File: src/rtl/rsso_defines.svh
// Constants for the rotate / subtract-with-borrow / decrement-skip datapath.
// Assumes inclusion by bare name from the package and the datapath.
`ifndef RSSO_DEFINES_SVH
`define RSSO_DEFINES_SVH

`define RSSO_DATA_W        8
`define RSSO_MSB           7
`define RSSO_NIB_W         4
`define RSSO_DEC_STEP      8'h01
`define RSSO_ZERO          8'h00
`define RSSO_SKIP_CYCLES   3
`define RSSO_RST_DATA      8'h00
`define RSSO_RST_READY     1'b1

`endif

File: src/rtl/rsso_pkg.sv
// Types for the rotate / subtract-with-borrow / decrement-skip datapath.
// Assumes rsso_defines.svh is on the include path.
`include "rsso_defines.svh"

package rsso_pkg;

    typedef enum logic [2:0] {
        RSSO_OP_ROT_MEM = 3'h0,
        RSSO_OP_ROT_ACC = 3'h1,
        RSSO_OP_SUB_ACC = 3'h2,
        RSSO_OP_SUB_MEM = 3'h3,
        RSSO_OP_DEC_MEM = 3'h4,
        RSSO_OP_DEC_ACC = 3'h5
    } rsso_op_t;

    typedef enum logic [2:0] {
        RSSO_ST_RUN   = 3'b001,
        RSSO_ST_SKIP1 = 3'b010,
        RSSO_ST_SKIP2 = 3'b100
    } rsso_state_t;

    // Status flags; also used as a per-flag write mask
    typedef struct packed {
        logic signed_wrap_flag;
        logic zero;
        logic half_carry_flag;
        logic carry;
        logic signed_compare_flag;
        logic chained_zero_flag;
    } rsso_flags_t;

    typedef struct packed {
        logic                      valid;
        rsso_op_t                  op;
        logic [`RSSO_DATA_W-1:0]   acc;
        logic [`RSSO_DATA_W-1:0]   mem;
        rsso_flags_t               flags;
    } rsso_req_t;

    typedef struct packed {
        logic                      done;
        rsso_op_t                  op;
        logic                      acc_we;
        logic                      mem_we;
        logic [`RSSO_DATA_W-1:0]   data;
        rsso_flags_t               flag_we;
        rsso_flags_t               flags;
    } rsso_rsp_t;

endpackage

File: src/rtl/rsso_datapath.sv
// Execution datapath for six memory-operand instructions of an 8-bit core.
// Assumes the sequencer presents operands and flags on core_clk and
// writes back accumulator, memory and flags from the registered answer.
//
// Function
// - Rotate right through carry, result to memory
// - Same rotate, result to accumulator, memory kept
// - Accumulator minus operand minus inverted carry
// - Carry clear if negative, set otherwise
// - Subtract updates all six arithmetic flags
// - Memory form of subtract keeps accumulator
// - Decrement memory, write back, skip when zero
// - Skip inserts dummy cycle, three cycles total
// - Nonzero result continues without skip cycle
// - Accumulator decrement form, memory kept, skip zero
`timescale 1ns/1ps
`include "rsso_defines.svh"

module rsso_datapath (
    input  wire logic               core_clk,
    input  wire logic               reset_n,
    input  rsso_pkg::rsso_req_t     req,
    output rsso_pkg::rsso_rsp_t     rsp,
    output logic                    req_ready,
    output logic                    skip,
    output logic                    dummy
);
    import rsso_pkg::*;

    localparam int DW = `RSSO_DATA_W;
    localparam int NW = `RSSO_NIB_W;

    rsso_state_t    state_ff;
    rsso_state_t    nxt_state_ff;
    rsso_rsp_t      rsp_ff;
    rsso_rsp_t      nxt_rsp_ff;
    logic           ready_ff;
    logic           nxt_ready_ff;
    logic           skip_ff;
    logic           nxt_skip_ff;
    logic           dummy_ff;
    logic           nxt_dummy_ff;

    logic           accept;
    logic [DW:0]    diff;
    logic [NW:0]    nib_diff;
    logic [DW-1:0]  dec_val;
    logic [DW-1:0]  rot_val;
    logic           want_skip;

    assign accept = req.valid && ready_ff;

    // Arithmetic shared by the instruction forms
    always_comb begin
        rot_val  = {req.flags.carry, req.mem[DW-1:1]};
        diff     = {1'b0, req.acc} - {1'b0, req.mem}
                 - {{DW{1'b0}}, ~req.flags.carry};
        nib_diff = {1'b0, req.acc[NW-1:0]} - {1'b0, req.mem[NW-1:0]}
                 - {{NW{1'b0}}, ~req.flags.carry};
        dec_val  = req.mem - `RSSO_DEC_STEP;
    end

    // Answer computation
    always_comb begin
        nxt_rsp_ff         = '0;
        nxt_rsp_ff.op      = req.op;
        nxt_rsp_ff.flags   = req.flags;
        want_skip          = 1'b0;
        if (accept) begin
            nxt_rsp_ff.done = 1'b1;
            case (req.op)
                RSSO_OP_ROT_MEM, RSSO_OP_ROT_ACC: begin
                    nxt_rsp_ff.data          = rot_val;
                    nxt_rsp_ff.mem_we        = (req.op == RSSO_OP_ROT_MEM);
                    nxt_rsp_ff.acc_we        = (req.op == RSSO_OP_ROT_ACC);
                    nxt_rsp_ff.flag_we.carry = 1'b1;
                    nxt_rsp_ff.flags.carry   = req.mem[0];
                end
                RSSO_OP_SUB_ACC, RSSO_OP_SUB_MEM: begin
                    nxt_rsp_ff.data   = diff[DW-1:0];
                    nxt_rsp_ff.acc_we = (req.op == RSSO_OP_SUB_ACC);
                    nxt_rsp_ff.mem_we = (req.op == RSSO_OP_SUB_MEM);
                    nxt_rsp_ff.flag_we = '1;
                    // Carry is the inverted borrow
                    nxt_rsp_ff.flags.carry = ~diff[DW];
                    nxt_rsp_ff.flags.half_carry_flag = ~nib_diff[NW];
                    nxt_rsp_ff.flags.zero = (diff[DW-1:0] == `RSSO_ZERO);
                    nxt_rsp_ff.flags.signed_wrap_flag =
                        (req.acc[`RSSO_MSB] != req.mem[`RSSO_MSB]) &&
                        (diff[`RSSO_MSB] != req.acc[`RSSO_MSB]);
                    // Signed greater-or-equal, corrected for wrap
                    nxt_rsp_ff.flags.signed_compare_flag =
                        ~(diff[`RSSO_MSB] ^
                          nxt_rsp_ff.flags.signed_wrap_flag);
                    // Zero across a multi-byte chain of subtractions
                    nxt_rsp_ff.flags.chained_zero_flag =
                        req.flags.chained_zero_flag &&
                        (diff[DW-1:0] == `RSSO_ZERO);
                end
                RSSO_OP_DEC_MEM, RSSO_OP_DEC_ACC: begin
                    nxt_rsp_ff.data   = dec_val;
                    nxt_rsp_ff.mem_we = (req.op == RSSO_OP_DEC_MEM);
                    nxt_rsp_ff.acc_we = (req.op == RSSO_OP_DEC_ACC);
                    want_skip = (dec_val == `RSSO_ZERO);
                end
                default: begin
                    nxt_rsp_ff.done = 1'b0;
                end
            endcase
        end
    end

    // Skip sequencing: dummy slot while the next instruction is fetched
    always_comb begin
        nxt_state_ff = state_ff;
        nxt_skip_ff  = 1'b0;
        case (state_ff)
            RSSO_ST_RUN: begin
                if (want_skip) begin
                    nxt_state_ff = RSSO_ST_SKIP1;
                    nxt_skip_ff  = 1'b1;
                end
            end
            RSSO_ST_SKIP1: begin
                nxt_state_ff = RSSO_ST_SKIP2;
            end
            RSSO_ST_SKIP2: begin
                nxt_state_ff = RSSO_ST_RUN;
            end
            default: begin
                nxt_state_ff = RSSO_ST_RUN;
            end
        endcase
        nxt_ready_ff = (nxt_state_ff == RSSO_ST_RUN);
        nxt_dummy_ff = (nxt_state_ff == RSSO_ST_SKIP2);
    end

    // Answer registers
    always_ff @(posedge core_clk) begin
        if (!reset_n) begin
            rsp_ff <= '0;
        end else begin
            rsp_ff <= nxt_rsp_ff;
        end
    end

    // Skip sequencing registers
    always_ff @(posedge core_clk) begin
        if (!reset_n) begin
            state_ff <= RSSO_ST_RUN;
            ready_ff <= `RSSO_RST_READY;
            skip_ff  <= 1'b0;
            dummy_ff <= 1'b0;
        end else begin
            state_ff <= nxt_state_ff;
            ready_ff <= nxt_ready_ff;
            skip_ff  <= nxt_skip_ff;
            dummy_ff <= nxt_dummy_ff;
        end
    end

    assign rsp       = rsp_ff;
    assign req_ready = ready_ff;
    assign skip      = skip_ff;
    assign dummy     = dummy_ff;

    logic ok_rot;
    logic ok_dec;
    logic ok_sub;
    int   sdiff;
    assign ok_rot = accept && (req.op == RSSO_OP_ROT_MEM);
    assign ok_dec = accept && (req.op == RSSO_OP_DEC_MEM ||
                               req.op == RSSO_OP_DEC_ACC);
    assign ok_sub = accept && (req.op == RSSO_OP_SUB_ACC ||
                               req.op == RSSO_OP_SUB_MEM);
    // True signed difference, wide enough to show a signed wrap
    assign sdiff = int'($signed(req.acc)) - int'($signed(req.mem))
                 - int'(!req.flags.carry);
endmodule

File: config.mk
export PLATFORM = sky130hd
export DESIGN_NAME = rsso_datapath
export DESIGN_NICKNAME = d
export VERILOG_FILES = /design/src/rtl/rsso_pkg.sv /design/src/rtl/rsso_datapath.sv
export VERILOG_INCLUDE_DIRS = /design/src /design/src/rtl
export SDC_FILE = /design/constraint.sdc
export NUM_CORES = 1
export LEC_CHECK = 0
export BUFFER_PORTS_ARGS = -buffer_cell sky130_fd_sc_hd__buf_4
export CAP_MARGIN = 20
export CORE_ASPECT_RATIO = 0.9
export CORE_MARGIN = 1.5
export CORE_UTILIZATION = 54
export DETAILED_ROUTE_END_ITERATION = 10
export PLACE_DENSITY = 0.89
export SLEW_MARGIN = 20
export SYNTH_ARGS = -nofsm -noshare
export SYNTH_HDL_FRONTEND = slang
export SYNTH_SLANG_ARGS = --single-unit
File: constraint.sdc
create_clock -name core_clk -period 3.45 [get_ports core_clk]
set_input_delay 0.345 -clock core_clk [delete_from_list [all_inputs] [get_ports core_clk]]
set_output_delay 0.345 -clock core_clk [all_outputs]
set_load 0.05 [all_outputs]
; Word level (Yosys, flattened, before mapping)
; Cells that the tools add are included.
[totals]
regBits = 32
in_bits = 28
output_inout_bits = 29
wordCells = 68
[classes]
addsub = 5
eq_ne = 11
muxes = 13
bitwise = 5
n_reduce_logical = 13
[op_table]
columns = cell, n
row1 = 10-bit case mux with 3 select lines, 1
row2 = 8-bit logical NOT, 2
row3 = 3-bit by 1-bit equality test with 1-bit output (second input constant), 3
row4 = 3-bit by 2-bit equality test with 1-bit output (second input constant), 3
row5 = 3-bit equality test (second input constant), 3
row6 = 8-bit by 8-bit subtractor with 9-bit output, 1
row7 = 9-bit by 1-bit subtractor with 9-bit output, 1
row8 = 8-bit by 1-bit subtractor with 8-bit output (second input constant), 1
row9 = 3-bit two-way mux, 2
row10 = 6-bit two-way mux, 1
row11 = 3-bit case mux with 2 select lines, 1
row12 = 2-bit OR reduction, 3
row13 = 6-bit OR reduction, 1
row14 = 1-bit two-way mux, 5
row15 = 5-bit two-way mux, 1
row16 = 4-bit by 4-bit subtractor with 5-bit output, 1
row17 = 5-bit by 1-bit subtractor with 5-bit output, 1
row18 = 1-bit NOT, 4
row19 = 2-bit AND reduction, 2
row20 = 4-bit OR reduction, 1
row21 = 1-bit logical AND, 3
row22 = 3-bit logical NOT, 1
row23 = 2-bit two-way mux, 1
row24 = 1-bit inequality test, 2
row25 = other kinds (2), 2

; Longest topological paths before layout
[depth]
ltp_word = 8
ltp_mapped = 10

; Worst setup path before layout
; OpenSTA, ideal clock, no wires.
[synth_path]
path_kind = input port to flip-flop
start = input port req[2] (netlist bit)
end = register rsp_ff, in the netlist rsp[0]
arrival_ns = 2.373
setup_slack_ns = 1.017
path_stages = 9
n_path_buf = 0
cell_sequence = inv_1 > fa_1 > inv_1 > ha_1 > o21ai_0 > a21oi_1 > a311o_1 > o41ai_2 > and3_1
[synth_between]
elab_chain_cells = 6
[synth_lines]
columns = item, line_no
row1 = "start, declared", rsso_datapath.sv:22  ; input rsso_pkg::rsso_req_t req,
row2 = 1-bit NOT, rsso_datapath.sv:57  ; - {{DW{1'b0}}, ~req.flags.carry};
row3 = 9-bit by 1-bit subtractor with 9-bit output, rsso_datapath.sv:57
row4 = 8-bit logical NOT (no line), n/a
row5 = 1-bit logical AND, rsso_datapath.sv:97  ; req.flags.chained_zero_flag &&
row6 = 2-bit two-way mux, rsso_datapath.sv:71  ; case (req.op)
row7 = 6-bit two-way mux, rsso_datapath.sv:69  ; if (accept) begin
row8 = "end signal, assigned", rsso_datapath.sv:143  ; rsp_ff <= nxt_rsp_ff;
row9 = "end, declared", rsso_datapath.sv:35  ; rsso_rsp_t rsp_ff;
; No other way between the ends.
; A chain may end at the register's enable or synchronous reset.

; Worst setup path in the final report
[layout_path]
start = input port req[2] (netlist bit)
end = register rsp_ff, in the netlist rsp[4]
[layout_between]
elab_chain_cells = 5
[layout_lines]
columns = item, line_no
row1 = 1-bit NOT, rsso_datapath.sv:57
row2 = 9-bit by 1-bit subtractor with 9-bit output, rsso_datapath.sv:57
row3 = 8-bit logical NOT (no line), n/a
row4 = 5-bit two-way mux, rsso_datapath.sv:71
row5 = 6-bit two-way mux, rsso_datapath.sv:69
; No other way between the ends.

==> reports/results.ini <==
[run_status]
status=complete, no violations

[job]
drv_cap=0

[clock_tree]
cts.sinks=28
root_buffer=clkbuf_4
cts-buffers-inserted=3
cts_resized=0
tritoncts=done
post_cts_buffers=0
clk_latency_ns=0.32
cts_hold_buf=0
clk_pin_slew_ns=0.14
cts_buffer_depth=2
cts_htree_levels=1

[route]
met3WireLength_um=257
drcViolationCount=0
routedLengthMet1_mm=1.623
top_layer_used=met4
route.met2.wl_mm=1.834
vias=1548
drt_iter0_markers=88
routedWlPerCell_um=12.74
ant_nets=0
dr.pass1.iters=4
totalWireLength_mm=3.733
vias_per_cell=5.283

[logic_synthesis]
yosys_warnings=0
async_reset_ff_share_pct=0
avgSynthCellArea_um2=8.608
syn-num-nets=246
synthFlopType=dfxtp_1
seq_area_frac_synth_pct=32.56
ys_types=43
ys_ff_latch=28
syn_inst=200
synth_common_cells=dfxtp_1, inv_1, nor2_1
synth_area_leaders=dfxtp_1, ha_1, inv_1
synth-edff-count=0
synth_top_cell_area_share_pct=32.56
syn_area_um2=1722
synth_most_common_cell=dfxtp_1
synth_top_area_cell=dfxtp_1

[die]
core_um2=3043
fp-row-count=19
fp.dieW_um=62.52
io_pins=57
die_area_um2=3536
start_util_pct=56.58
die-height_um=56.57

[sta]
slew_violations=0
relSlewSlack_pct=64.55
fmax_ghz=0.4235
hold_violations=0
period_needed_ns=2.361
min_period_over_period_pct=68.44
fin_tns_setup_ns=0
rsz0062_at_grt=no
worst_pin_slew_ns=0.5298
finalSetupViolations=0
skew_ns=0.002630
holdWs_ns=0.2408

[worst_setup_path]
cp.required_ns=3.73
worstPathMaxFanout=6
path_class=input pin to flip-flop
end_kind=flip-flop
critical_path_arrival_ns=2.64
critPathLaunchType=input pin

[worst_hold_path]
holdCritPathClass=input pin to flip-flop

[final_layout]
utilization_pct=72.20
design_area_um2=2197
nNetsFinal=298
n_antenna_cell=0
area_growth_pct=27.62
drive_gt1_share_pct=27.09
fin_cells=293

[placement]
dpl-instance-area_um2=2145
post-place-cells=289
numPortBuffers=56
dp_hpwl_mm=3.002
routabilityCongestion=0.8946

[global_routing]
antenna_found_initial=0
grt_pass1_vias=1338
grt_overflow=0
grt_pass1_wl_mm=6.216
grt_max_degree=20
grt.total_usage_pct=22.13

[power]
p_per_area_nw_per_um2=391.7
ir_worst_vdd_uv=194.1
p_leak_nw=1.061

[registers in the layout (all words and copies together) (netlist names)]
register   flops
dummy          1
req_ready      1
state_ff       3
rsp           22
skip           1
[metal layers]
layer / global-route usage (%) / vias to the layer above
li1: - / 778
met1: 28.84 / 711
met2: 38.40 / 57
met3: 4.008 / 2
met4: 4.762 / 0
met5: 0 / -
[cells in the final DEF (no fill, tap or decap), types with 4 or more instances in the layout]
cell and n:
nor3_1 7, nor2_1 21, xor2_1 6, buf_4 56, and2_1 4, mux2i_1 6, inv_1 24, dfxtp_1 28
xnor2_1 9, ha_1 16, a21oi_1 9, nand2_1 12
[layout make-up]
type                            count  area [µm²]
Timing Repair Buffer               56       420.4
Clock inverter                      1       30.03
Inverter                           24       90.09
Multi-Input combinational cell    139        1021
Fill cell                         243       845.8
Sequential cell                    28       560.5
Clock buffer                        3       22.52
Tap cell                           42       52.55
[where the power goes]
part	internal [mW]	switching, mW	leakage, nW
Sequential	0.338	0.00397	0.230
Combinational	0.123	0.186	0.803
Clock	0.118	0.0928	0.0279
Total	0.578	0.283	1.06
[final timing paths]
check             slack (ns)        start        end  depth (start not counted)
setup / recovery        1.09       req[2]     rsp[4]                         10
hold / removal          0.24       req[0]     rsp[0]                          2
setup reg to reg        1.68    req_ready  req_ready                          5
hold reg to reg         0.51  state_ff[0]      dummy                          1
[worst max-delay path, stage by stage]
cell and delay, ns:
buf_4 0.09, inv_1 0.07, fa_1 0.56, inv_1 0.05
ha_1 0.16, o21ai_0 0.24, a21oi_1 0.13, a311o_1 0.46
nor4_1 0.35, a32o_1 0.17
[kinds of logic (layout without fill, tap and decap cells)]
kind of cell	after synthesis	in the layout	synth area share, %
flops	28	28	32.56
mux	8	8	4.797
compound gates	32	32	13.45
buf+inv	33	84	8.139
fa+ha+maj	18	18	13.95
simple gates	66	66	19.48
xor+xnor	15	15	7.631
[through the flow]
stage	worst slack, ns	power [mW]
6_report	1.089	0.8605
5_1_grt	0.9442	0.9102
4_1_cts	1.101	0.8603
3_5_place_dp	0.7593	0.6551
3_3_place_gp	0.8111	0.6488
2_1_floorplan	1.017	0.5668
(Power assumes the default switching activity.)
